<file path="config.mk">
export PLATFORM = sky130hd
export DESIGN_NAME = lvtl_top
export DESIGN_NICKNAME = d
export VERILOG_FILES = /design/src/pkg/lvtl_pkg.sv /design/src/verilog/lvtl_ms_tick.sv /design/src/verilog/lvtl_top.sv
export SDC_FILE = /design/constraint.sdc
export NUM_CORES = 1
export LEC_CHECK = 0
export ABC_CLOCK_PERIOD_IN_PS = 16100
export BUFFER_PORTS_ARGS = -buffer_cell sky130_fd_sc_hd__buf_2
export CAP_MARGIN = 10
export CORE_MARGIN = 2
export CORE_UTILIZATION = 25
export DETAILED_ROUTE_END_ITERATION = 6
export HOLD_SLACK_MARGIN = 0.03
export SETUP_SLACK_MARGIN = 0.1
export SYNTH_ARGS = -nofsm -noshare
export SYNTH_HDL_FRONTEND = slang
export SYNTH_SLANG_ARGS = --single-unit
</file>
<file path="constraint.sdc">
create_clock -name clock_in -period 16.1 [get_ports clock_in]
set_input_delay 3.22 -clock clock_in [delete_from_list [all_inputs] [get_ports clock_in]]
set_output_delay 3.22 -clock clock_in [all_outputs]
set_load 0.02 [all_outputs]
</file>
<file path="src/pkg/lvtl_pkg.sv">
// Constants and types shared by the low-voltage torque limit and overload timing block.
package lvtl_pkg;

    // Timing: the control tick is one millisecond of the 100 MHz clock.
    localparam int CLK_PERIOD_NS = 10;
    localparam int TICK_PERIOD_US = 1000;
    localparam int TICK_CYCLES = (TICK_PERIOD_US * 1000 + CLK_PERIOD_NS - 1) / CLK_PERIOD_NS;

    // Overload characteristic: ticks above the derated base current until the continuous alarm.
    localparam int OL_ALARM_MS = 10000;

    // Current scale: base current and the fixed instantaneous-overload level, in current units.
    localparam logic [15:0] BASE_CURRENT = 16'h0400;
    localparam logic [15:0] INST_CURRENT = 16'h0c00;
    localparam logic [23:0] PCT_SCALE = 24'h000064;

    // Register byte addresses.
    localparam logic [7:0] ADDR_MODE = 8'h00;
    localparam logic [7:0] ADDR_LV_LEVEL = 8'h04;
    localparam logic [7:0] ADDR_RELEASE = 8'h08;
    localparam logic [7:0] ADDR_HOLD = 8'h0c;
    localparam logic [7:0] ADDR_WARN_LEVEL = 8'h10;
    localparam logic [7:0] ADDR_DERATE = 8'h14;
    localparam logic [7:0] ADDR_STATUS = 8'h18;
    localparam logic [7:0] ADDR_INT_STATUS = 8'h1c;
    localparam logic [7:0] ADDR_INT_MASK = 8'h20;
    localparam logic [7:0] ADDR_RESTART = 8'h24;

    // Low-voltage handling modes.
    localparam logic [1:0] MODE_NONE = 2'h0;
    localparam logic [1:0] MODE_HOST = 2'h1;
    localparam logic [1:0] MODE_SELF = 2'h2;

    // Reset values and setting ranges.
    localparam logic [1:0] MODE_RST = MODE_NONE;
    localparam logic [6:0] LV_LEVEL_RST = 7'h32;
    localparam logic [6:0] LV_LEVEL_MAX = 7'h64;
    localparam logic [9:0] RELEASE_RST = 10'h064;
    localparam logic [9:0] RELEASE_MAX = 10'h3e8;
    localparam logic [9:0] HOLD_RST = 10'h014;
    localparam logic [9:0] HOLD_MIN = 10'h014;
    localparam logic [9:0] HOLD_MAX = 10'h3e8;
    localparam logic [6:0] WARN_RST = 7'h14;
    localparam logic [6:0] WARN_MIN = 7'h01;
    localparam logic [6:0] WARN_MAX = 7'h64;
    localparam logic [6:0] DERATE_RST = 7'h64;
    localparam logic [6:0] DERATE_MIN = 7'h0a;
    localparam logic [6:0] DERATE_MAX = 7'h64;

    // Interrupt event bit positions.
    localparam int EV_LV_WARN = 0;
    localparam int EV_OL_WARN = 1;
    localparam int EV_OL_ALARM = 2;
    localparam int EV_INST_ALARM = 3;
    localparam int EV_POWER_OFF = 4;
    localparam int EV_W = 5;

    // Status register bit positions and the restart register bit.
    localparam int ST_LV_WARN = 0;
    localparam int ST_LV_LIMIT = 1;
    localparam int ST_OL_WARN = 2;
    localparam int ST_OL_ALARM = 3;
    localparam int ST_INST_ALARM = 4;
    localparam int ST_POWER_OFF = 5;
    localparam int ST_POWER_LOST = 6;
    localparam int ST_MODE_LSB = 8;
    localparam int ST_MODE_PEND_LSB = 10;
    localparam int RESTART_BIT = 0;

    typedef struct packed {
        logic [7:0] addr;
        logic [31:0] wdata;
        logic wr;
        logic rd;
    } lvtl_bus_req_type;

    typedef struct packed {
        logic [1:0] mode;
        logic [6:0] lv_level;
        logic [9:0] release_ms;
        logic [9:0] hold_ms;
        logic [6:0] warn_level;
        logic [6:0] derate;
    } lvtl_cfg_type;

    typedef enum logic [1:0] {
        LV_IDLE,
        LV_LIMIT,
        LV_RELEASE
    } lvtl_lv_state_type;

endpackage

</file>
<file path="src/verilog/lvtl_ms_tick.sv">
// Millisecond tick generator for the protection timers.
module lvtl_ms_tick #(
    parameter int CYCLES = 100000
) (
    input wire logic clock_in,
    input wire logic rst_in,
    input wire logic ce_in,
    output logic tick_out
);
    localparam int CW = (CYCLES > 1) ? $clog2(CYCLES) : 1;

    typedef struct packed {
        logic [CW-1:0] cnt;
        logic tick;
    } lvtl_tick_state_type;

    lvtl_tick_state_type state_reg;
    lvtl_tick_state_type state_next;

    always_comb begin
        state_next = state_reg;
        if (ce_in) begin
            state_next.tick = 1'b0;
            if (state_reg.cnt == CW'(CYCLES - 1)) begin
                state_next.cnt = '0;
                state_next.tick = 1'b1;
            end else begin
                state_next.cnt = state_reg.cnt + CW'(1);
            end
        end
    end

    always_ff @(posedge clock_in) begin
        if (rst_in) begin
            state_reg <= '0;
        end else begin
            state_reg <= state_next;
        end
    end

    assign tick_out = state_reg.tick;
endmodule

</file>
<file path="src/verilog/lvtl_top.sv">
// Low-voltage torque limiting, power-cut hold and overload detection timing of a servo drive.
// What this block does
// - Factory mode: no low-voltage detection or limiting.
// - Independent mode: drive limits torque during warning.
// - After warning clears, release within set time.
// - Limit level 0 to 100 percent, immediate.
// - Release time 0 to 1000 ms, immediate.
// - Overload warning at set fraction of alarm time.
// - Overload warning drives general warning output.
// - Accumulate overload only above derated base current.
// - Derating 10 to 100 percent, after restart.
// - Derating change also shifts warning timing.
// - Instantaneous overload level fixed, never configurable.
// - Outage at least hold time turns power off.
//
// Implementation choices: the register addresses and the address-and-strobe port.
module lvtl_top #(
    parameter int TICK_CYCLES = lvtl_pkg::TICK_CYCLES,
    parameter int OL_ALARM_MS = lvtl_pkg::OL_ALARM_MS
) (
    input wire logic clock_in,
    input wire logic rst_in,
    input wire logic ce_in,
    input wire lvtl_pkg::lvtl_bus_req_type bus_in,
    output logic [31:0] rd_data_out,
    input wire logic low_voltage_detect_in,
    input wire logic main_power_ok_in,
    input wire logic [15:0] motor_current_in,
    input wire logic [7:0] normal_torque_limit_in,
    output logic [7:0] torque_limit_out,
    output logic low_voltage_warning_out,
    output logic low_voltage_limit_active_out,
    output logic general_warning_out,
    output logic overload_alarm_out,
    output logic instant_overload_alarm_out,
    output logic motor_power_off_out,
    output logic irq_out
);
    import lvtl_pkg::*;

    localparam logic [15:0] ALARM_TICKS = 16'(OL_ALARM_MS);

    typedef struct packed {
        logic lv_meta;
        logic lv_sync;
        logic pw_meta;
        logic pw_sync;
        lvtl_cfg_type cfg;
        logic [1:0] mode_pend;
        logic [6:0] derate_pend;
        lvtl_lv_state_type lv_state;
        logic [9:0] rel_cnt;
        logic [9:0] out_cnt;
        logic power_off;
        logic [15:0] ol_acc;
        logic ol_warn;
        logic ol_alarm;
        logic inst_alarm;
        logic lv_warn;
        logic [7:0] torque_limit;
        logic [EV_W-1:0] int_status;
        logic [EV_W-1:0] int_mask;
        logic [31:0] rd_data;
    } lvtl_state_type;

    localparam lvtl_cfg_type CFG_RST = '{
        mode: MODE_RST,
        lv_level: LV_LEVEL_RST,
        release_ms: RELEASE_RST,
        hold_ms: HOLD_RST,
        warn_level: WARN_RST,
        derate: DERATE_RST
    };

    lvtl_state_type state_reg;
    lvtl_state_type state_next;
    logic tick;

    lvtl_ms_tick #(
        .CYCLES(TICK_CYCLES)
    ) u_tick (
        .clock_in(clock_in),
        .rst_in(rst_in),
        .ce_in(ce_in),
        .tick_out(tick)
    );

    function automatic logic [6:0] clamp7(input logic [31:0] v, input logic [6:0] lo, input logic [6:0] hi);
        logic [6:0] r;
        if (v < 32'(lo)) begin
            r = lo;
        end else if (v > 32'(hi)) begin
            r = hi;
        end else begin
            r = v[6:0];
        end
        return r;
    endfunction

    function automatic logic [9:0] clamp10(input logic [31:0] v, input logic [9:0] lo, input logic [9:0] hi);
        logic [9:0] r;
        if (v < 32'(lo)) begin
            r = lo;
        end else if (v > 32'(hi)) begin
            r = hi;
        end else begin
            r = v[9:0];
        end
        return r;
    endfunction

    logic mode_legal;
    logic warn_active;
    logic over_base;
    logic warn_reached;
    logic lv_limiting;
    logic restart;
    logic [EV_W-1:0] events;
    logic [EV_W-1:0] w1c;
    logic [31:0] status_word;
    logic [23:0] cur_scaled;
    logic [23:0] base_scaled;

    always_comb begin
        mode_legal = (state_reg.cfg.mode == MODE_HOST) || (state_reg.cfg.mode == MODE_SELF);
        // In the factory mode the detector input is ignored altogether.
        warn_active = mode_legal && state_reg.lv_sync;
        // Compare current against base times derating without a divider.
        cur_scaled = 24'(motor_current_in) * PCT_SCALE;
        base_scaled = 24'(BASE_CURRENT) * 24'(state_reg.cfg.derate);
        over_base = cur_scaled > base_scaled;
        // Warning time is a fraction of the alarm time, so derating shifts both.
        warn_reached = (24'(state_reg.ol_acc) * PCT_SCALE) >=
                       (24'(ALARM_TICKS) * 24'(state_reg.cfg.warn_level));
        lv_limiting = state_reg.lv_state != LV_IDLE;
        restart = bus_in.wr && (bus_in.addr == ADDR_RESTART) && bus_in.wdata[RESTART_BIT];
        status_word = '0;
        status_word[ST_LV_WARN] = state_reg.lv_warn;
        status_word[ST_LV_LIMIT] = lv_limiting;
        status_word[ST_OL_WARN] = state_reg.ol_warn;
        status_word[ST_OL_ALARM] = state_reg.ol_alarm;
        status_word[ST_INST_ALARM] = state_reg.inst_alarm;
        status_word[ST_POWER_OFF] = state_reg.power_off;
        status_word[ST_POWER_LOST] = !state_reg.pw_sync;
        status_word[ST_MODE_LSB +: 2] = state_reg.cfg.mode;
        status_word[ST_MODE_PEND_LSB +: 2] = state_reg.mode_pend;
    end

    always_comb begin
        state_next = state_reg;
        events = '0;
        w1c = '0;
        if (ce_in) begin
            state_next.lv_meta = low_voltage_detect_in;
            state_next.lv_sync = state_reg.lv_meta;
            state_next.pw_meta = main_power_ok_in;
            state_next.pw_sync = state_reg.pw_meta;
            state_next.rd_data = '0;

            // Warning reported to the host in both detecting modes.
            state_next.lv_warn = warn_active;
            if (warn_active && !state_reg.lv_warn) begin
                events[EV_LV_WARN] = 1'b1;
            end

            unique case (state_reg.lv_state)
                LV_IDLE: begin
                    if (warn_active && state_reg.cfg.mode == MODE_SELF) begin
                        state_next.lv_state = LV_LIMIT;
                    end
                end
                LV_LIMIT: begin
                    if (!state_reg.lv_sync) begin
                        state_next.rel_cnt = '0;
                        if (state_reg.cfg.release_ms == '0) begin
                            state_next.lv_state = LV_IDLE;
                        end else begin
                            state_next.lv_state = LV_RELEASE;
                        end
                    end
                end
                LV_RELEASE: begin
                    if (state_reg.lv_sync) begin
                        state_next.lv_state = LV_LIMIT;
                    end else if (tick) begin
                        state_next.rel_cnt = state_reg.rel_cnt + 10'h001;
                        if ((state_reg.rel_cnt + 10'h001) >= state_reg.cfg.release_ms) begin
                            state_next.lv_state = LV_IDLE;
                        end
                    end
                end
                default: begin
                    state_next.lv_state = LV_IDLE;
                end
            endcase
            if (state_reg.cfg.mode != MODE_SELF) begin
                state_next.lv_state = LV_IDLE;
            end

            if (lv_limiting && normal_torque_limit_in > {1'b0, state_reg.cfg.lv_level}) begin
                state_next.torque_limit = {1'b0, state_reg.cfg.lv_level};
            end else begin
                state_next.torque_limit = normal_torque_limit_in;
            end

            // Power-cut hold: an outage as long as the hold time removes motor power.
            if (state_reg.pw_sync) begin
                state_next.out_cnt = '0;
            end else if (tick && !state_reg.power_off) begin
                state_next.out_cnt = state_reg.out_cnt + 10'h001;
                if ((state_reg.out_cnt + 10'h001) >= state_reg.cfg.hold_ms) begin
                    state_next.power_off = 1'b1;
                    events[EV_POWER_OFF] = 1'b1;
                end
            end

            // Overload accumulates above the derated base and cools below it.
            if (tick) begin
                if (over_base) begin
                    if (state_reg.ol_acc < ALARM_TICKS) begin
                        state_next.ol_acc = state_reg.ol_acc + 16'h0001;
                    end
                end else if (state_reg.ol_acc != '0) begin
                    state_next.ol_acc = state_reg.ol_acc - 16'h0001;
                end
            end
            state_next.ol_warn = warn_reached && (state_reg.ol_acc != '0);
            if (state_next.ol_warn && !state_reg.ol_warn) begin
                events[EV_OL_WARN] = 1'b1;
            end
            if (state_reg.ol_acc >= ALARM_TICKS && !state_reg.ol_alarm) begin
                state_next.ol_alarm = 1'b1;
                events[EV_OL_ALARM] = 1'b1;
            end
            // The instantaneous level is a fixed constant, untouched by any setting.
            if (motor_current_in > INST_CURRENT && !state_reg.inst_alarm) begin
                state_next.inst_alarm = 1'b1;
                events[EV_INST_ALARM] = 1'b1;
            end

            if (bus_in.wr) begin
                unique case (bus_in.addr)
                    ADDR_MODE: begin
                        state_next.mode_pend = bus_in.wdata[1:0];
                    end
                    ADDR_LV_LEVEL: begin
                        state_next.cfg.lv_level = clamp7(bus_in.wdata, 7'h00, LV_LEVEL_MAX);
                    end
                    ADDR_RELEASE: begin
                        state_next.cfg.release_ms = clamp10(bus_in.wdata, 10'h000, RELEASE_MAX);
                    end
                    ADDR_HOLD: begin
                        state_next.cfg.hold_ms = clamp10(bus_in.wdata, HOLD_MIN, HOLD_MAX);
                    end
                    ADDR_WARN_LEVEL: begin
                        state_next.cfg.warn_level = clamp7(bus_in.wdata, WARN_MIN, WARN_MAX);
                    end
                    ADDR_DERATE: begin
                        state_next.derate_pend = clamp7(bus_in.wdata, DERATE_MIN, DERATE_MAX);
                    end
                    ADDR_INT_STATUS: begin
                        w1c = bus_in.wdata[EV_W-1:0];
                    end
                    ADDR_INT_MASK: begin
                        state_next.int_mask = bus_in.wdata[EV_W-1:0];
                    end
                    default: begin
                    end
                endcase
            end

            // A restart applies the restart-only settings and clears latched trips.
            if (restart) begin
                state_next.cfg.mode = state_reg.mode_pend;
                state_next.cfg.derate = state_reg.derate_pend;
                state_next.ol_acc = '0;
                state_next.ol_warn = 1'b0;
                state_next.ol_alarm = 1'b0;
                state_next.inst_alarm = motor_current_in > INST_CURRENT;
                state_next.power_off = 1'b0;
                state_next.out_cnt = '0;
                state_next.lv_state = LV_IDLE;
            end

            // A new event wins over a clear in the same cycle.
            state_next.int_status = (state_reg.int_status & ~w1c) | events;

            if (bus_in.rd) begin
                unique case (bus_in.addr)
                    ADDR_MODE: state_next.rd_data = 32'(state_reg.mode_pend);
                    ADDR_LV_LEVEL: state_next.rd_data = 32'(state_reg.cfg.lv_level);
                    ADDR_RELEASE: state_next.rd_data = 32'(state_reg.cfg.release_ms);
                    ADDR_HOLD: state_next.rd_data = 32'(state_reg.cfg.hold_ms);
                    ADDR_WARN_LEVEL: state_next.rd_data = 32'(state_reg.cfg.warn_level);
                    ADDR_DERATE: state_next.rd_data = 32'(state_reg.derate_pend);
                    ADDR_STATUS: state_next.rd_data = status_word;
                    ADDR_INT_STATUS: state_next.rd_data = 32'(state_reg.int_status);
                    ADDR_INT_MASK: state_next.rd_data = 32'(state_reg.int_mask);
                    default: state_next.rd_data = '0;
                endcase
            end
        end
    end

    always_ff @(posedge clock_in) begin
        if (rst_in) begin
            state_reg <= '0;
            state_reg.pw_meta <= 1'b1;
            state_reg.pw_sync <= 1'b1;
            state_reg.cfg <= CFG_RST;
            state_reg.mode_pend <= MODE_RST;
            state_reg.derate_pend <= DERATE_RST;
            state_reg.lv_state <= LV_IDLE;
        end else begin
            state_reg <= state_next;
        end
    end

    assign rd_data_out = state_reg.rd_data;
    assign torque_limit_out = state_reg.torque_limit;
    assign low_voltage_warning_out = state_reg.lv_warn;
    assign low_voltage_limit_active_out = lv_limiting;
    assign general_warning_out = state_reg.ol_warn;
    assign overload_alarm_out = state_reg.ol_alarm;
    assign instant_overload_alarm_out = state_reg.inst_alarm;
    assign motor_power_off_out = state_reg.power_off;
    assign irq_out = |(state_reg.int_status & state_reg.int_mask);
endmodule

</file>
==> summary.md <==
| Metric | Value |
|---|---|
| Outcome | `finished clean` |
| Die X | `233 µm` |
| Most frequent cells in the layout | `233 x ha_1, 204 x inv_1, 147 x dfxtp_1` |
| Vias in the first global route | `10920` |
| Clock Skew | `0.0151 ns` |
| Mapped cell area | `0.0132 mm²` |
| Full die area | `0.0545 mm²` |
| Routed via count | `11353` |
| Max reg flops | `104` |
| Max-slew headroom | `0.305` |
| DRC Markers | `0` |
| Avg Synthesized Cell Area | `8.14 µm²` |
| Fmax | `0.0978 GHz` |
| Drt wl/cell | `14.3 µm` |
| H-tree Lvls | `4` |
| Max-slew violations | `0` |
| Post-Route WL | `33900 µm` |
| Setup TNS | `0 ns` |
| Worst hold path type | `flip-flop to flip-flop` |
| Detail Placement HPWL | `27300 µm` |
| R2R Path Start | `state_reg[114]$_SDFFE_PP0P_` |
| TritonCTS Buffers | `17` |
| Worst-Skew Late Latency | `0.44 ns` |
| Min-Delay Startpoint | `state_reg[134]$_SDFFE_PP0P_` |
| Synth Area in Compound Gates | `0.176` |
| Max incr delay on CP | `0.54 ns` |
| Final period demand of the worst path | `10.23 ns` |
| Total global routing overflow | `0` |
| Final period util | `0.635` |
| Largest net degree at the start of global routing | `54` |
| Layout area overhead | `12.0%` |
| Worst slew pin tran | `1.03 ns` |
| Sequential fraction of the synthesis area | `0.224` |
| Fraction of registers with async set/reset | `0` |
| Port buffer count | `97` |
| Floorplan core area | `0.0523 mm²` |
| Endpoints failing hold | `0` |
| P_leak | `0.00691 µW` |
| Most used flip-flop cell after synthesis | `dfxtp_1` |
| Most common cell after layout, fill and taps aside | `ha_1` |
| Startpoint types | `input pin` |
| Largest family of logic cells by synthesized area | `adder cells` |
| Post-synth EDFFs | `0` |
| IO Pins | `118` |
| Cts hold-fix bufs | `0` |
| Critical path type | `input pin to flip-flop` |
| Synth warn | `0` |
| Synth Area in Adders | `0.269` |
| CTS max path bufs | `2` |
| # Post-CTS Setup Buffers | `0` |
| DR vias/cell | `4.78` |
| # nets final | `2010` |
| CP max-delay cell | `inv_1` |
| Clock transition at the registers of the reported paths | `0.07 ns` |
| Critical path fanouts, max | `18` |
| DR iter-0 viols | `728` |
| Starting Density | `0.251` |
| Synth unique cells | `76` |
| Synth Instances | `1617` |
| Gpl congestion | `0.906` |
| Die height | `233 µm` |
| Max Cap Viol | `0` |
| Share of layout cells above drive strength 1 | `0.0900` |
| Multiplexer share of the synthesized area | `0.0180` |
| Crit path DAT | `10.55 ns` |
| Worst VDD drop | `0.0000747 V` |
| RSZ-0062 raised after global routing | `false` |
| Antenna viol nets, final | `0` |
| Clk sinks | `147` |
| Cells after DPL | `2344` |
| DRT Pass-1 Iters | `5` |
| Initial antenna violation count | `3` |
| Required @ worst endpoint | `16.42 ns` |
| Post-cts sizing count | `0` |
| Post-synthesis xor/xnor area fraction | `0.0486` |
| Pwr Density | `65.8 mW/mm²` |
| Row count | `84` |
| Crit path launch | `motor_current_in[4]` |
| CTS tree | `built` |
| #FFs+latches synth | `147` |
| Layout Cells excl Fill | `2377` |
| Final setup fails | `0` |
| Synth Area in Simple Gates | `0.171` |
| Crit. End Element | `flip-flop` |
| Global-route wire length before repair | `54900 µm` |
| Clock root buffer | `clkbuf_16` |
| Overall global routing resource usage | `0.125` |
==> Yosys cell counts, drive strengths merged, types with 5 or more instances <==
cell type  number  area (µm²)
and3           14        87.6
nor4           12        81.3
clkbuf         38         143
ha            233        2920
dfxtp         147        2940
nor2b          15        93.8
a211o           5        43.8
o31ai           8        65.1
a21oi         109         549
or4             5        37.5
or3            10        62.6
a22o            9        78.8
or2             6        37.5
nand2         131         492
o211ai         14         105
a32oi          10        87.6
a22oi          26         195
a21o           16         120
nand3b         13        97.6
fa             31         621
nor3           26         135
xor2           36         315
a211oi         19         143
a2111oi         7        61.3
nor2          134         505
nand3          53         270
nand4          15         100
o21a           13        97.6
o2111ai         5        43.8
xnor2          37         324
buf            43         319
inv           204         766
o21ai          66         334
mux2i          21         210
nand2b         22         138
o21bai          6        45.0
==> worst max-delay path, delay by kind of cell <==
| kind | cells | cell delay, ns |
|---|---|---|
| AND/OR/NAND/NOR | 5 | 1.19 |
| AO/OA/AOI/OAI | 14 | 2.80 |
| XOR/XNOR | 2 | 0.28 |
| buffers and inverters | 5 | 0.80 |
| multiplexers | 1 | 0.20 |
| adder cells (fa/ha/maj) | 6 | 2.06 |
==> routing by layer <==
metal  track usage  routed length, µm  vias to the layer above
li1              -                  -                     5715
met1         0.169              16200                     5306
met2         0.199              14900                      284
met3        0.0265               2270                       42
met4        0.0334                499                        6
met5             0                 34                        -
==> final timing paths <==
check | endpoint | slack, ns | cells past startpoint
hold reg to reg | state_reg[134]$_SDFFE_PP0P_ | 0.46 | 2
hold / removal | state_reg[134]$_SDFFE_PP0P_ | 0.46 | 2
setup / recovery | state_reg[69]$_SDFFE_PP0P_ | 5.87 | 33
setup reg to reg | general_warning_out$_SDFFE_PP0P_ | 10.45 | 19
==> kinds of logic (layout without fill, tap and decap cells) <==
logic type	after synthesis	in the layout
flip-flops	147	147
buffers and inverters	286	338
AND/OR/NAND/NOR	470	470
multiplexers	23	23
adder cells (fa/ha/maj)	264	264
AO/OA/AOI/OAI	353	353
XOR/XNOR	73	73
other	1	21
==> metrics by stage <==
| step | worst slack (ns) | util | area, µm² | total power, µW | hold slack, ns |
|---|---|---|---|---|---|
| 2_1_floorplan | 6.43 | - | 13200 | 536 | 0.432 |
| 3_3_place_gp | 5.68 | 0.270 | 14100 | 579 | 0.440 |
| 3_5_place_dp | 5.43 | 0.270 | 14100 | 584 | 0.450 |
| 4_1_cts | 5.90 | 0.281 | 14700 | 982 | 0.459 |
| 5_1_grt | 5.26 | 0.281 | 14700 | 1020 | 0.478 |
| 6_report | 5.87 | 0.282 | 14700 | 970 | 0.460 |
==> report_power, final <==
part / total (µW) / internal (µW) / leakage, µW / switching (µW)
clock network: 394 / 221 / 0.000275 / 173
logic: 207 / 85.3 / 0.00544 / 121
registers: 369 / 367 / 0.00119 / 2.40
==> cell type report <==
cell class              count  area (µm²)
diodes                      1        2.50
clock buffers              18         439
clock inverters            14         143
fillers                  5605       37600
inverters                 205         769
multi-input cells        1203        9060
flip-flops and latches    147        2940
well taps                 688         861
repair buffers            101         518
(Power assumes the default switching activity.)
